File: src/logic/csc_regs.svh
// constants for the charger state and status controller: offsets, fields, resets, timings
// assumes a 100 MHz clock and a 32-bit AXI4-Lite register port
// Function
// - while charging, keep watching the thermistor window comparator result
// - temperature outside the window during charging suspends charge at once
// - temperature suspend turns the pass transistor off and freezes the timer
// - temperature back in window resumes charge, timer continues from frozen count
// - thermistor input above supply margin with no battery enters system test mode
// - in system test mode regulate output voltage, limit to fast charge current
// - thermistor bias current off in shutdown, standby and system test
// - thermistor pull-down on only in standby and system test
// - leave system test when thermistor released or input power cycled
// - charge status outputs only sink low or float, never drive high
// - shutdown floats all; standby and faults float both status, supply good low
// - charging: first low; complete: second low; system test: all low
// - usb select low picks low current limit, high picks high limit
// - precondition and termination currents are fixed fractions of chosen current
// - supply good only sinks or floats; low when supply above lockout and battery
// - supply above lockout but below regulation margin pulses supply good; the code pulses it only with no battery and outside system test
// - timer enable low enables safety timer, high disables it; with HAS_SUPPLY_GOOD set the code uses control register bit 0
// - floating programming input or adapter set high disables device, ends charge
// - re-enabling programming inputs starts new charge; disabling ends any charge
// - termination needs low-current result held through a filter interval
// - in charge complete, battery below recharge threshold starts new cycle
// - safety timer expiry flags timer fault, held until battery removed or disabled; the code never flags it in precondition
// - high impedance on usb select suspends or disables charging; the code disables charging only with a usb source
`ifndef CSC_REGS_SVH
`define CSC_REGS_SVH
`define CSC_CTRL_OFFSET 12'h000
`define CSC_STATUS_OFFSET 12'h004
`define CSC_TIMER_OFFSET 12'h008
`define CSC_CURRENT_OFFSET 12'h00c
`define CSC_CTRL_RESET 32'h0000_0001
`define CSC_CTRL_TIMER_EN_BIT 0
`define CSC_CTRL_FORCE_DIS_BIT 1
`define CSC_TERM_FILTER_US 1000
`define CSC_CLOCK_MHZ 100
`define CSC_TERM_FILTER_CYCLES (`CSC_TERM_FILTER_US * `CSC_CLOCK_MHZ)
`define CSC_SAFETY_CYCLES 32'd360000000
`define CSC_PG_PULSE_CYCLES 32'd50000
`define CSC_USB_LOW_MA 16'd100
`define CSC_USB_HIGH_MA 16'd500
`define CSC_PRECOND_DIV 4'd10
`define CSC_TERM_DIV 4'd10
`endif

File: src/logic/csc_pkg.sv
// types for the charger state and status controller
// assumes csc_regs.svh supplies the numeric constants
package csc_pkg;
  typedef enum logic [3:0] {
    CSC_SHUTDOWN, CSC_STANDBY, CSC_PRECOND, CSC_CC, CSC_CV,
    CSC_COMPLETE, CSC_TEMP_FAULT, CSC_TIMER_FAULT, CSC_SYSTEST
  } csc_state_t;
  // analog comparator results, raw from the pins
  typedef struct packed {
    logic supply_ok;
    logic supply_above_bat;
    logic supply_above_reg_margin;
    logic battery_present;
    logic thermistor_sense_input_in_window;
    logic thermistor_sense_input_above_test;
    logic bat_below_precond;
    logic bat_at_reg;
    logic bat_below_recharge;
    logic low_current;
    logic adapter_set_open;
    logic adapter_set_high;
    logic usb_select_level;
    logic usb_select_hiz;
    logic usb_source;
    logic timer_enable_n;
  } csc_sense_t;
  // analog control outputs toward the power stage
  typedef struct packed {
    logic pass_on;
    logic regulator_mode;
    logic thermistor_bias_current;
    logic thermistor_sense_input_pulldown;
    logic [15:0] charge_ma;
    logic [15:0] precond_ma;
    logic [15:0] term_ma;
  } csc_ctl_t;
  typedef struct packed {
    csc_state_t state;
    csc_sense_t s1;
    csc_sense_t s2;
    logic [31:0] timer;
    logic [31:0] filter;
    logic [31:0] pg_count;
    logic pg_pulse;
    logic suspended;
    logic [31:0] ctrl;
    logic awa, wda;
    logic [11:0] awaddr;
    logic [31:0] wdata;
    logic bvalid;
    logic [1:0] bresp;
    logic rvalid;
    logic [31:0] rdata;
    logic [1:0] rresp;
    csc_ctl_t ctl;
    logic [2:0] oe_n;
  } csc_state_all_t;
endpackage

File: src/logic/csc_top.sv
// charger control and status state machine with AXI4-Lite register port
// assumes all sense inputs are comparator levels, brought in through a two-stage synchroniser
`include "csc_regs.svh"
module csc_top
  import csc_pkg::*;
#(
  parameter int HAS_SUPPLY_GOOD = 1,
  parameter logic [31:0] SAFETY_CYCLES = `CSC_SAFETY_CYCLES,
  parameter logic [31:0] FILTER_CYCLES = 32'(`CSC_TERM_FILTER_CYCLES),
  parameter logic [31:0] PG_PULSE_CYCLES = `CSC_PG_PULSE_CYCLES
) (
  input wire logic clock,
  input wire logic rst_n,
  input wire csc_sense_t sense,
  output csc_ctl_t ctl,
  output logic charge_status_first_o,
  output logic charge_status_first_oe_n,
  output logic charge_status_second_o,
  output logic charge_status_second_oe_n,
  output logic supply_good_output_o,
  output logic supply_good_output_oe_n,
  input wire logic [11:0] s_axi_awaddr,
  input wire logic s_axi_awvalid,
  output logic s_axi_awready,
  input wire logic [31:0] s_axi_wdata,
  input wire logic [3:0] s_axi_wstrb,
  input wire logic s_axi_wvalid,
  output logic s_axi_wready,
  output logic [1:0] s_axi_bresp,
  output logic s_axi_bvalid,
  input wire logic s_axi_bready,
  input wire logic [11:0] s_axi_araddr,
  input wire logic s_axi_arvalid,
  output logic s_axi_arready,
  output logic [31:0] s_axi_rdata,
  output logic [1:0] s_axi_rresp,
  output logic s_axi_rvalid,
  input wire logic s_axi_rready
);

  csc_state_all_t st_reg, st_next;

  // decode used by both write and read paths
  function automatic logic addr_hit(input logic [11:0] a);
    addr_hit = (a == `CSC_CTRL_OFFSET) || (a == `CSC_STATUS_OFFSET) ||
      (a == `CSC_TIMER_OFFSET) || (a == `CSC_CURRENT_OFFSET);
  endfunction

  // merge write data by byte strobes
  function automatic logic [31:0] strobe_merge(input logic [31:0] old, input logic [31:0] nw,
                                               input logic [3:0] be);
    logic [31:0] r;
    r = old;
    for (int i = 0; i < 4; i++) begin
      if (be[i]) begin
        r[i*8 +: 8] = nw[i*8 +: 8];
      end
    end
    strobe_merge = r;
  endfunction

  // open-drain enables: low means pin pulled low; pins never drive high
  assign charge_status_first_o = 1'b0;
  assign charge_status_second_o = 1'b0;
  assign supply_good_output_o = 1'b0;
  assign charge_status_first_oe_n = st_reg.oe_n[0];
  assign charge_status_second_oe_n = st_reg.oe_n[1];
  assign supply_good_output_oe_n = st_reg.oe_n[2];
  assign ctl = st_reg.ctl;

  assign s_axi_awready = !st_reg.awa && !st_reg.bvalid;
  assign s_axi_wready = !st_reg.wda && !st_reg.bvalid;
  assign s_axi_bvalid = st_reg.bvalid;
  assign s_axi_bresp = st_reg.bresp;
  assign s_axi_arready = !st_reg.rvalid;
  assign s_axi_rvalid = st_reg.rvalid;
  assign s_axi_rdata = st_reg.rdata;
  assign s_axi_rresp = st_reg.rresp;

  always_comb begin
    csc_sense_t s;
    logic enabled;
    logic timer_on;
    logic [15:0] sel_ma;
    logic [31:0] status_word;
    st_next = st_reg;
    status_word = {20'h0, st_reg.suspended, st_reg.oe_n, 4'(st_reg.state), 4'h0};
    // two-stage sync: only s2 is looked at by the logic
    st_next.s1 = sense;
    st_next.s2 = st_reg.s1;
    s = st_reg.s2;
    // hi-z on usb select with a usb source, open programming input or forced disable all stop the device
    enabled = !s.adapter_set_open && !s.adapter_set_high &&
      !(s.usb_source && s.usb_select_hiz) &&
      !st_reg.ctrl[`CSC_CTRL_FORCE_DIS_BIT];
    timer_on = (HAS_SUPPLY_GOOD != 0) ? st_reg.ctrl[`CSC_CTRL_TIMER_EN_BIT]
                                      : !s.timer_enable_n;
    sel_ma = s.usb_select_level ? `CSC_USB_HIGH_MA : `CSC_USB_LOW_MA;

    // state machine
    case (st_reg.state)
      CSC_SHUTDOWN: begin
        if (s.supply_ok && s.supply_above_bat) begin
          st_next.state = CSC_STANDBY;
        end
      end
      CSC_STANDBY: begin
        if (!s.battery_present && s.thermistor_sense_input_above_test) begin
          st_next.state = CSC_SYSTEST;
        end else if (enabled && s.battery_present) begin
          st_next.state = s.bat_below_precond ? CSC_PRECOND : CSC_CC;
          st_next.timer = 32'h0;
          st_next.suspended = 1'b0;
        end
      end
      CSC_PRECOND, CSC_CC, CSC_CV: begin
        // temperature watched throughout charge; out of window freezes timer, filter and state, but disable, battery removal or supply loss still exit
        if (!s.thermistor_sense_input_in_window) begin
          st_next.suspended = 1'b1;
        end else begin
          st_next.suspended = 1'b0;
          if (timer_on) begin
            st_next.timer = st_reg.timer + 32'h1;
          end
          if (st_reg.state == CSC_PRECOND && !s.bat_below_precond) begin
            st_next.state = CSC_CC;
            st_next.timer = 32'h0;
          end else if (st_reg.state == CSC_CC && s.bat_at_reg) begin
            st_next.state = CSC_CV;
          end
          if (st_reg.state == CSC_CV && s.low_current) begin
            st_next.filter = st_reg.filter + 32'h1;
            if (st_reg.filter + 32'h1 >= FILTER_CYCLES) begin
              st_next.state = CSC_COMPLETE;
              st_next.filter = 32'h0;
            end
          end else begin
            st_next.filter = 32'h0;
          end
          if (timer_on && st_reg.timer >= SAFETY_CYCLES - 32'h1 &&
              st_reg.state != CSC_PRECOND) begin
            st_next.state = CSC_TIMER_FAULT;
          end
        end
        if (!enabled || !s.battery_present) begin
          st_next.state = CSC_STANDBY;
          st_next.suspended = 1'b0;
        end
      end
      CSC_COMPLETE: begin
        if (!enabled || !s.battery_present) begin
          st_next.state = CSC_STANDBY;
        end else if (s.bat_below_recharge) begin
          st_next.state = CSC_CC;
          st_next.timer = 32'h0;
        end
      end
      CSC_TEMP_FAULT: begin
        st_next.state = CSC_STANDBY;
      end
      CSC_TIMER_FAULT: begin
        if (!enabled || !s.battery_present) begin
          st_next.state = CSC_STANDBY;
        end
      end
      CSC_SYSTEST: begin
        if (!s.thermistor_sense_input_above_test) begin
          st_next.state = CSC_STANDBY;
        end
      end
      default: begin
        st_next.state = CSC_SHUTDOWN;
      end
    endcase
    // supply loss from any state is shutdown, which also clears test mode
    if (!s.supply_ok || !s.supply_above_bat) begin
      st_next.state = CSC_SHUTDOWN;
      st_next.suspended = 1'b0;
    end

    // supply good pulse timebase while battery presence is unresolved
    if (st_reg.pg_count >= PG_PULSE_CYCLES - 32'h1) begin
      st_next.pg_count = 32'h0;
      st_next.pg_pulse = !st_reg.pg_pulse;
    end else begin
      st_next.pg_count = st_reg.pg_count + 32'h1;
    end

    // power stage controls, registered from the next state
    st_next.ctl.pass_on = (st_next.state inside {CSC_PRECOND, CSC_CC, CSC_CV}) &&
      !st_next.suspended;
    st_next.ctl.regulator_mode = (st_next.state == CSC_SYSTEST);
    st_next.ctl.thermistor_bias_current =
      !(st_next.state inside {CSC_SHUTDOWN, CSC_STANDBY, CSC_SYSTEST});
    st_next.ctl.thermistor_sense_input_pulldown = (st_next.state inside {CSC_STANDBY, CSC_SYSTEST});
    st_next.ctl.charge_ma = sel_ma;
    st_next.ctl.precond_ma = sel_ma / 16'(`CSC_PRECOND_DIV);
    st_next.ctl.term_ma = sel_ma / 16'(`CSC_TERM_DIV);

    // status pins, oe_n low means sinking
    case (st_next.state)
      CSC_SHUTDOWN: st_next.oe_n = 3'b111;
      CSC_STANDBY, CSC_TEMP_FAULT, CSC_TIMER_FAULT: st_next.oe_n = 3'b011;
      CSC_PRECOND, CSC_CC, CSC_CV: st_next.oe_n = 3'b010;
      CSC_COMPLETE: st_next.oe_n = 3'b001;
      CSC_SYSTEST: st_next.oe_n = 3'b000;
      default: st_next.oe_n = 3'b111;
    endcase
    // follow the next suspend flag so the pins move in the same cycle as pass_on
    if (st_next.suspended && st_next.state != CSC_SHUTDOWN) begin
      st_next.oe_n[1:0] = 2'b11; // temperature fault shows as both floating
    end
    if (HAS_SUPPLY_GOOD == 0) begin
      st_next.oe_n[2] = 1'b1;
    end else if (st_next.state != CSC_SHUTDOWN && st_next.state != CSC_SYSTEST &&
                 !s.supply_above_reg_margin && !s.battery_present) begin
      // test mode has no battery by definition, so it is kept out of the pulse
      st_next.oe_n[2] = st_reg.pg_pulse;
    end

    // AXI4-Lite write: address and data in either order
    if (s_axi_awvalid && s_axi_awready) begin
      st_next.awa = 1'b1;
      st_next.awaddr = s_axi_awaddr;
    end
    if (s_axi_wvalid && s_axi_wready) begin
      st_next.wda = 1'b1;
      st_next.wdata = strobe_merge(st_reg.ctrl, s_axi_wdata, s_axi_wstrb);
    end
    if (st_reg.awa && st_reg.wda) begin
      st_next.awa = 1'b0;
      st_next.wda = 1'b0;
      st_next.bvalid = 1'b1;
      st_next.bresp = addr_hit(st_reg.awaddr) ? 2'b00 : 2'b10;
      if (st_reg.awaddr == `CSC_CTRL_OFFSET) begin
        st_next.ctrl = {30'h0, st_reg.wdata[1:0]};
      end
    end
    if (st_reg.bvalid && s_axi_bready) begin
      st_next.bvalid = 1'b0;
    end
    // read: one cycle to answer, unmapped gives slverr and zero
    if (s_axi_arvalid && s_axi_arready) begin
      st_next.rvalid = 1'b1;
      st_next.rresp = addr_hit(s_axi_araddr) ? 2'b00 : 2'b10;
      case (s_axi_araddr)
        `CSC_CTRL_OFFSET: st_next.rdata = st_reg.ctrl;
        `CSC_STATUS_OFFSET: st_next.rdata = status_word;
        `CSC_TIMER_OFFSET: st_next.rdata = st_reg.timer;
        `CSC_CURRENT_OFFSET: st_next.rdata = {st_reg.ctl.term_ma, st_reg.ctl.charge_ma};
        default: st_next.rdata = 32'h0;
      endcase
    end else if (st_reg.rvalid && s_axi_rready) begin
      st_next.rvalid = 1'b0;
    end
  end

  // single state register; reset gives shutdown with all pins floating
  always_ff @(posedge clock or negedge rst_n) begin
    if (!rst_n) begin
      st_reg <= '0;
      st_reg.state <= CSC_SHUTDOWN;
      st_reg.ctrl <= `CSC_CTRL_RESET;
      st_reg.oe_n <= 3'b111;
    end else begin
      st_reg <= st_next;
    end
  end
endmodule

File: config.mk
export PLATFORM = sky130hd
export DESIGN_NAME = csc_top
export DESIGN_NICKNAME = d
export VERILOG_FILES = /design/src/logic/csc_pkg.sv /design/src/logic/csc_top.sv
export VERILOG_INCLUDE_DIRS = /design/src /design/src/logic
export SDC_FILE = /design/constraint.sdc
export NUM_CORES = 1
export LEC_CHECK = 0
export ABC_CLOCK_PERIOD_IN_PS = 6590
export BUFFER_PORTS_ARGS = -buffer_cell sky130_fd_sc_hd__buf_4
export CORE_MARGIN = 2
export CORE_UTILIZATION = 47
export CTS_CLUSTER_SIZE = 24
export DETAILED_ROUTE_END_ITERATION = 16
export GPL_TIMING_DRIVEN = 0
export PLACE_DENSITY = 0.68
export SLEW_MARGIN = 20
export SYNTH_ARGS = -nofsm -noshare
export SYNTH_HDL_FRONTEND = slang
export SYNTH_SLANG_ARGS = --single-unit
File: constraint.sdc
create_clock -name clock -period 6.59 [get_ports clock]
set_clock_uncertainty 0.1 [all_clocks]
set_input_delay 0.3295 -clock clock [delete_from_list [all_inputs] [get_ports clock]]
set_output_delay 0.3295 -clock clock [all_outputs]
set_load 0.01 [all_outputs]
==> results of run 1 <==
-- routing by layer --
layer / track usage / vias to the layer above
met1: 0.265 / 3412
met2: 0.312 / 222
met5: 0 / -
li1: - / 3597
met3: 0.0420 / 35
met4: 0.0593 / 0
-- worst paths after layout --
kind,startpoint,to,slack (ns),cells past startpoint
max,st_reg[217]$_DFFE_PN0P_,st_reg[219]$_DFFE_PN0P_,3.06,11
min,s_axi_awaddr[5],st_reg[130]$_DFFE_PN0P_,0.02,2
max reg2reg,st_reg[217]$_DFFE_PN0P_,st_reg[219]$_DFFE_PN0P_,3.06,11
min reg2reg,st_next[282]$_DFF_PN0_,st_reg[282]$_DFF_PN0_,0.24,0
max in group asynchronous,rst_n,st_reg[254]$_DFFE_PN0P_,5.05,4
min in group asynchronous,rst_n,st_reg[174]$_DFF_PN0_,0.26,2
-- synth_stat cells, drive strengths merged (3+ instances only) --
cell    instances  area [um2]
a31oi          17         106
mux2           14         158
and4            4        35.0
o21a            6        45.0
xor2           31         272
xnor2          13         114
and3           20         125
nand3          47         240
o21ai          42         210
nor3           22         125
or4             4        33.8
nor3b           7        52.6
mux2i           8        80.1
nor2b           6        37.5
a22oi           6        45.0
nor2           91         342
nand2b          7        43.8
or3             6        37.5
dfrtp         192        4800
a21o            9        67.6
nand4          25         178
o211ai          3        22.5
or2             3        18.8
nand2         107         402
and2           26         163
dfstp           4         105
buf           101         741
o31ai           6        45.0
a21oi          23         115
a31o            3        26.3
o22ai           3        18.8
a221oi          3        26.3
nor4           16         119
ha              3        37.5
a211o           3        26.3
inv            17        63.8
clkbuf         29         109
-- area by class of cell --
| cell class | instances | area share |
|---|---|---|
| Clock inverter | 14 | 0.0148 |
| Timing Repair Buffer | 131 | 0.0928 |
| Clock buffer | 17 | 0.0364 |
| Buffer | 130 | 0.0727 |
| Sequential cell | 196 | 0.420 |
| Inverter | 17 | 0.00546 |
| Tap cell | 265 | 0.0284 |
| Multi-Input combinational cell | 669 | 0.329 |
-- report_power, final --
part           leakage [nW]  internal (mW)  switching (mW)
registers              2.53           1.29          0.0506
clock network         0.284          0.571           0.484
logic                  2.73          0.178           0.148
total                  5.54           2.04           0.682
-- per-stage QoR --
step	setup slack (ns)	power, mW	hold slack (ns)	instances	util
floorplan	3.63	1.54	-0.0661	1012	-
global placement	3.13	1.67	0.234	1385	0.552
detailed placement	3.08	1.68	0.146	1387	0.555
CTS	3.07	2.74	0.000540	1438	0.595
global route	2.69	2.83	0.00608	1439	0.596
finish	3.06	2.72	0.0196	1439	0.596
-- layout by cell type (no fill, tap or decap), types with 8 or more instances in the layout --
cell type	count
a21o_1	9
o21ai_0	39
clkbuf_16	17
a21oi_1	23
nor3_1	19
buf_4	201
mux2i_1	8
xor2_1	31
and3_1	20
nor2_1	91
clkbuf_1	29
inv_1	17
a31oi_1	17
nand4_1	23
mux2_2	14
nand2_1	107
nor4_1	13
nand3_1	46
xnor2_1	13
conb_1	56
and2_1	25
dlygate4sd3_1	21
dfrtp_1	192
-- cell families (layout without fill, tap and decap cells) --
logic type | Yosys count | count (layout) | synth area share
muxes | 22 | 22 | 0.0251
AOI/OAI and AO/OA | 146 | 146 | 0.101
other | 2 | 56 | 0.000794
adders and majority gates | 3 | 3 | 0.00397
xor gates and xnor gates | 44 | 44 | 0.0407
buffers and inverters | 147 | 309 | 0.0966
DFF | 196 | 196 | 0.519
and+or+nand+nor | 398 | 398 | 0.213
-- what timing repair did --
action / 4_1_cts / 5_1_grt
hold buffers: 20 / 1
endpoints found under the hold margin: 65 / 1
resized for setup: 0 / 0
setup buffers: 0 / 0
-- critical path: cells and delay by family, from the launching register on --
kind	cells	cell delay [ns]
flip-flops	1	0.32
buffers and inverters	2	0.45
AO/OA/AOI/OAI	2	0.37
AND/OR/NAND/NOR	7	2.23
==> out/qor.yml, run 1 <==
powerDensity_mw_per_mm2: 233
antenna-diode-count: 0
slew_headroom: 0.318
wl_per_cell_um: 13.9
num_io_pins: 182
drive_gt1_frac: 0.238
max_cap_violations: 0
cts.htree.levels: 4
ys_ff_latch: 196
clock_path_buffers: 2
core_area_mm2: 0.0196
cts_root_buffer: "clkbuf_16"
die_area_mm2: 0.0213
dpl.hpwl_um: 14200
fmax_mhz: 283
status: "completed"
syn_inst: 958
slew_viol_final: 0
gp_congestion: 0.850
grt_pass1_wl_um: 34000
worstMarginPinSlew_ns: 1.02
synth_ff_type: "dfrtp_1"
die_x_um: 146
syn2layout_area_growth_pct: 23.5
clkSinkCount: 196
grtUsageTotal: 0.194
fillCellCount: 1667
fin_tns_setup_ns: 0
fin_area_mm2: 0.0117
numCtsBuffers: 17
required_ns: 6.87
leakagePower_nw: 5.54
synth_edf_count: 0
synthArstFlopShare: 1.00
grt_setup_unrepaired: "no"
ff_latch_area_mm2: 0.00491
cts_tree: "built"
grt_pass1_vias: 6966
top_layer_used: "met4"
grt_max_degree: 81
dr.pass1.iters: 5
drt_iter0_drc: 526
antenna_found_initial: 0
final_period_minus_worst_setup_slack_ns: 3.53
hp-class: "in2reg"
start_util: 0.483
vias_per_cell: 5.05
die_h_um: 146
cp_cell_sequence: "buf_2, nand4_2, nor3_1, nand4_1, a211oi_2, nand4_1, nor4_2, nand4_1, buf_2, nor3_1, a21o_1"
met2_length_um: 9450
clock_latency_ns: 0.44
cpMaxStageDelayCell: "nor3_1"
path_class: "reg2reg"
drc: 0
place_area_mm2: 0.0109
crit_top_cell: "nand4_1"
ys.warnings.count: 0
ir_drop_mv: 0.175
syn_area_mm2: 0.00946
drtAntennaViolNets: 0
vias: 7266
setup_violations: 0
endpoint_kind: "flip-flop"
largest_reg_flops: 135
clk_pin_slew_worst_paths_ns: 0.07
fp-row-count: 51
ys_seq_area_frac: 0.519
totalWireLength_um: 19900
hold_violations: 0
start_kind: "flip-flop"
multi_input_area_mm2: 0.00384
critical_path.max_stage_delay_ns: 0.88
avgSynthCellArea_um2: 9.87
grt_overflow: 0
nets: 1248
wl_met3_um: 1110
cp.arrival_ns: 3.81
ys_types: 70
fin_crit_sh: 0.536
wl_met1_um: 9070
crit_path_max_fanout: 10
numPortBuffers: 108
Note: power is estimated with default switching activity, not from simulation.
==> run 2: changes to the inputs <==
ABC_CLOCK_PERIOD_IN_PS = 3090   (was 6590)
PLACE_DENSITY = 0.7   (was 0.68)
clock period = 3.09 ns   (was 6.59 ns; I/O delays follow)
==> run 2 against run 1 <==
Net effect:
- the run now ends with negative setup slack left
- clock power is 110% higher
- critical path depth is 1 higher
- largest power group unchanged
- critical endpoint is now st_reg[213]$_DFFE_PN0P_
- combinational power is 120% higher
- first-iteration DRC count is 9.3% lower
- wire length is 5.7% higher
- critical path type unchanged
==> out/qor.yml, run 2 (synthesized netlist as in run 1, its figures left out) <==
numPortBuffers: 108
cp_cell_sequence: "ha_4, nand4_4, or4_4, o31a_1, a211oi_2, nand4_1, nor4_4, nand4_1, buf_6, buf_6, nor3_1, a21o_1"
critical_path.top_delay_family: "simple AND/OR/NAND/NOR gates"
max_cap_violations: 0
antenna_found_initial: 0
place_ws_ns: -0.382
vias: 7557
post-place-cells: 1387
violations: "negative setup slack"
grt_pass1_wl_um: 34400
grt_overflow: 0
status: "finished with violations"
path_class: "reg2reg"
totalWireLength_um: 21100
final_common_cell: "buf_4"
cts.htree.levels: 4
slew_headroom: 0.360
grt_max_degree: 98
fp-row-count: 51
cp.arrival_ns: 3.40
die_area_mm2: 0.0213
numCtsBuffers: 17
drtAntennaViolNets: 0
cts_tree: "built"
die_x_um: 146
num_io_pins: 182
core_area_mm2: 0.0196
drc: 0
fin_cells: 1476
nets: 1284
clock_latency_ns: 0.44
syn2layout_area_growth_pct: 29.4
clk_pin_slew_worst_paths_ns: 0.07
fin_crit_sh: 1.01
gp_congestion: 0.855
worstMarginPinSlew_ns: 0.958
crit_path_max_fanout: 5
fillCellCount: 1599
p_comb_frac: 0.124
drt_iter0_drc: 477
antenna-diode-count: 0
powerDensity_mw_per_mm2: 475
hold_violations: 0
final_period_minus_worst_setup_slack_ns: 3.12
clkSinkCount: 196
start_kind: "flip-flop"
swShare: 0.258
grt_setup_unrepaired: "yes"
vias_per_cell: 5.12
clock_path_buffers: 2
fmax_mhz: 321
die_h_um: 146
grtUsageTotal: 0.197
required_ns: 3.37
p_seq_frac: 0.492
dpl.hpwl_um: 14100
endpoint_kind: "flip-flop"
final_cell_mix: "buf_4, dfrtp_1, nand2_1"
critical_path_buf_inv_count: 2
slew_viol_final: 0
start_util: 0.483
setup_ws_ns: -0.0286
setup_violations: 1
hp-class: "in2async"
dr.pass1.iters: 5
leakagePower_nw: 5.82
largest_reg_flops: 135
cts_root_buffer: "clkbuf_16"
wl_per_cell_um: 14.3
cpMaxStageDelayCell: "or4_4"
drive_gt1_frac: 0.268
grt_pass1_vias: 7038
critical_path.max_stage_delay_ns: 0.58
power.internal_mw: 4.32
ir_drop_mv: 0.364
pwr-share-clk: 0.385
p_switching_mw: 1.50
run 2: cell count changes in the layout (fill, tap and decap cells not counted), sizes merged:
cell / previous run / this run
inv: 22 / 25
buf: 211 / 229
dlygate4sd3: 21 / 40
clkinvlp: 3 / 2
clkinv: 4 / 3
bufinv: 2 / 1
run 2: repair_timing:
item / 4_1_cts / 5_1_grt
hold endpoints to repair: 147 / 0
buffers inserted: 2 / 14
hold buffers: 40 / 0
endpoints found under the setup margin: 33 / 53
pin swaps: 3 / 18
cloned: 0 / 2
gates resized for setup: 10 / 46
run 2: routing by layer:
layer	routed length [um]	vias up	global-route usage
li1	-	3686	-
met4	444	0	0.0716
met3	1100	36	0.0335
met1	9400	3624	0.264
met5	0	-	0
met2	10100	211	0.322
run 2: worst register-to-register path, delay by kind of cell, from the launching register on:
family	cells	cell delay (ns)
adder cells (fa/ha/maj)	1	0.19
buffers and inverters	2	0.32
AND/OR/NAND/NOR	6	1.47
flip-flops	1	0.42
AO/OA/AOI/OAI	3	0.58
run 2: worst paths after layout:
| kind | startpoint | end | slack, ns | depth (start not counted) |
|---|---|---|---|---|
| setup / recovery | st_reg[206]$_DFFE_PN0P_ | st_reg[213]$_DFFE_PN0P_ | -0.03 | 12 |
| hold / removal | rst_n | ctl[3]$_DFF_PN0_ | 0.02 | 2 |
| setup reg to reg | st_reg[206]$_DFFE_PN0P_ | st_reg[213]$_DFFE_PN0P_ | -0.03 | 12 |
| hold reg to reg | st_next[275]$_DFF_PN0_ | st_reg[275]$_DFF_PN0_ | 0.25 | 0 |
| max in group asynchronous | rst_n | charge_status_first_oe_n$_DFF_PN1_ | 1.78 | 4 |
| min in group clock | s_axi_wvalid | st_reg[94]$_DFFE_PN0P_ | 0.03 | 3 |
run 2: power by group through the flow:
stage / sequential (mW) / combinational (mW) / clock (mW)
4_1_cts: 2.86 / 0.719 / 2.29
2_1_floorplan: 2.88 / 0.408 / 0
5_1_grt: 2.88 / 0.791 / 2.39
3_3_place_gp: 2.90 / 0.656 / 0
6_report: 2.86 / 0.719 / 2.24
3_5_place_dp: 2.91 / 0.680 / 0
run 2: stage by stage:
step	TNS (ns)	hold slack (ns)	total power [mW]	instance area, um2	utilization
2_1_floorplan	0	-0.241	3.28	9660	-
3_3_place_gp	-4.58	0.165	3.55	10800	0.552
3_5_place_dp	-6.73	-0.117	3.59	10900	0.555
4_1_cts	0	0.0172	5.86	11900	0.610
5_1_grt	-1.25	0.0338	6.06	12200	0.625
6_report	-0.0286	0.0204	5.82	12200	0.625
run 2: final cells by class:
class | count | area (um2) | area share
buffer | 129 | 862 | 0.0705
clock buffer | 18 | 439 | 0.0359
clock inverter | 14 | 161 | 0.0132
inverter | 17 | 63.8 | 0.00521
multi-input combinational | 669 | 4050 | 0.331
sequential | 196 | 4910 | 0.401
tap | 265 | 332 | 0.0271
timing repair buffer | 168 | 1420 | 0.116
==> run 3: changes to the inputs <==
ABC_CLOCK_PERIOD_IN_PS = 3700   (was 3090)
CORE_MARGIN = default   (was 2)
GPL_TIMING_DRIVEN = default   (was 0)
PLACE_DENSITY = 0.68   (was 0.7)
clock period = 3.7 ns   (was 3.09 ns; I/O delays follow)
==> run 3 against run 2 <==
Net effect:
- sequential cell count did not move
- critical path depth fell by 1
- first-iteration DRC count fell by 8.4%
- clock power fell by 18%
- count of clock-buffer cells in the layout did not move
- worst hold slack improved by 0.0018 ns
- combinational power fell by 31%
- register-to-register slack improved by 0.34 ns
- the flow now finishes without violations
- wire length fell by 9.6%
- total power fell by 19%
- cell area fell by 9.7%
- largest cell class unchanged
- sequential power fell by 16%
==> out/qor.yml, run 3 (synthesized netlist as in run 1, its figures left out) <==
final_common_cell: "dfrtp_1"
hold_depth: 3
r2r-end: "st_reg[212]$_DFFE_PN0P_"
numCtsBuffers: 17
antenna-diode-count: 0
die_x_um: 144
min_from: "s_axi_araddr[2]"
drive_gt1_frac: 0.182
regToRegStartpoint: "st_reg[205]$_DFFE_PN0P_"
p_total_mw: 4.73
nets: 1147
totalWireLength_um: 19000
antenna_found_initial: 0
critical_path_buf_inv_count: 1
fp-row-count: 51
fin_crit_sh: 0.915
die_h_um: 144
crit_top_cell: "nand4_1"
clock_latency_ns: 0.44
slew_viol_final: 0
grt_overflow: 0
vias: 6857
clkSinkCount: 196
fillCellCount: 1702
max_cap_violations: 0
powerDensity_mw_per_mm2: 428
clk_pin_slew_worst_paths_ns: 0.08
clock_path_buffers: 2
crit_path_max_fanout: 20
grt_max_degree: 101
cp_cell_sequence: "ha_1, nand4_4, or4_4, o31a_1, a211oi_2, nand4_1, nor4_2, nand4_1, buf_4, nor3_1, a21o_1"
vias_per_cell: 5.12
leakagePower_nw: 5.11
dpl.hpwl_um: 13000
worstHoldEndpoint: "s_axi_rdata[19]$_DFFE_PN0P_"
grt_pass1_wl_um: 31600
hold_violations: 0
hp-class: "in2reg"
slew_headroom: 0.442
grtUsageTotal: 0.196
grt_pass1_vias: 6398
cpMaxStageDelayCell: "or4_4"
largest_reg_flops: 135
dr.pass1.iters: 5
drtAntennaViolNets: 0
syn2layout_area_growth_pct: 16.9
fin_tns_setup_ns: 0
ir_drop_mv: 0.320
critical_path.max_stage_delay_ns: 0.59
die_area_mm2: 0.0207
cts.htree.levels: 4
setup_violations: 0
cp.arrival_ns: 3.67
reg2reg_setup_slack_ns: 0.31
wl_per_cell_um: 14.2
status: "completed"
worstRegToRegCells: 11
cts_tree: "built"
num_io_pins: 182
start_util: 0.483
critical_path.top_delay_family: "simple AND/OR/NAND/NOR gates"
post_cts_buffers: 0
gp_congestion: 0.871
endpoint_kind: "flip-flop"
grt_setup_unrepaired: "no"
final_period_minus_worst_setup_slack_ns: 3.39
fmax_mhz: 295
core_area_mm2: 0.0196
required_ns: 3.98
cts_root_buffer: "clkbuf_16"
start_kind: "flip-flop"
path_class: "reg2reg"
drt_iter0_drc: 437
final_cell_mix: "dfrtp_1, buf_4, nand2_1"
worstMarginPinSlew_ns: 0.835
drc: 0
numPortBuffers: 108
-- run 3: changes by cell type in the layout (fill, tap and decap cells not counted), sizes merged --
| cell | delta |
|---|---|
| bufinv | -1 |
| dlygate4sd3 | -5 |
| buf | -105 |
| clkinv | +3 |
| inv | -1 |
| clkbuf | -27 |
| clkinvlp | -1 |
-- run 3: stage by stage --
step	worst slack (ns)	hold slack [ns]	instances	utilization	area (um2)
after detailed placement	0.323	0.196	1272	0.516	10100
after CTS	0.285	0.0138	1339	0.564	11100
final	0.313	0.0222	1339	0.564	11100
after global routing	0.113	0.0319	1339	0.564	11100
after floorplan	0.738	-0.211	1012	-	9660
after global placement	0.421	0.195	1272	0.516	10100
-- run 3: worst max-delay path by stage --
stage                                  startpoint                       to  slack (ns)  cells past startpoint
after floorplan           st_reg[205]$_DFFE_PN0P_  st_reg[221]$_DFFE_PN0P_        0.74                     11
after global placement    st_reg[205]$_DFFE_PN0P_  st_reg[211]$_DFFE_PN0P_        0.42                     11
after detailed placement  st_reg[205]$_DFFE_PN0P_  st_reg[212]$_DFFE_PN0P_        0.32                     11
after CTS                 st_reg[205]$_DFFE_PN0P_  st_reg[212]$_DFFE_PN0P_        0.28                     11
after global routing      st_reg[205]$_DFFE_PN0P_  st_reg[221]$_DFFE_PN0P_        0.11                     11
final                     st_reg[205]$_DFFE_PN0P_  st_reg[212]$_DFFE_PN0P_        0.31                     11
-- run 3: where the power goes --
group / leakage (nW) / internal, mW / switching, mW
Combinational: 2.28 / 0.252 / 0.242
Sequential: 2.53 / 2.29 / 0.0940
Clock: 0.289 / 0.928 / 0.917
-- run 3: what timing repair did --
item | CTS | global route
endpoints found under the hold margin | 130 | 0
setup endpoints to repair | 0 | 0
gates resized for setup | 0 | 0
hold buffers | 35 | 0
-- run 3: final cells by class --
| type | count | area [um2] | area share |
|---|---|---|---|
| Clock buffer | 18 | 439 | 0.0397 |
| Clock inverter | 14 | 159 | 0.0144 |
| Inverter | 17 | 63.8 | 0.00577 |
| Multi-Input combinational cell | 669 | 3840 | 0.348 |
| Sequential cell | 196 | 4910 | 0.444 |
| Tap cell | 265 | 332 | 0.0300 |
| Timing Repair Buffer | 160 | 1310 | 0.118 |
-- run 3: metal layers --
| layer | share of wire | GRT usage | routed length, um |
|---|---|---|---|
| met4 | 0.010 | 0.0465 | 194 |
| met5 | 0 | 0 | 0 |
| met1 | 0.48 | 0.271 | 9120 |
| met2 | 0.47 | 0.315 | 8980 |
| met3 | 0.039 | 0.0390 | 747 |
-- run 3: worst min-delay path, stage by stage --
cell and delay, ns:
buf_4 0.13, mux2i_1 0.14, o31ai_1 0.07
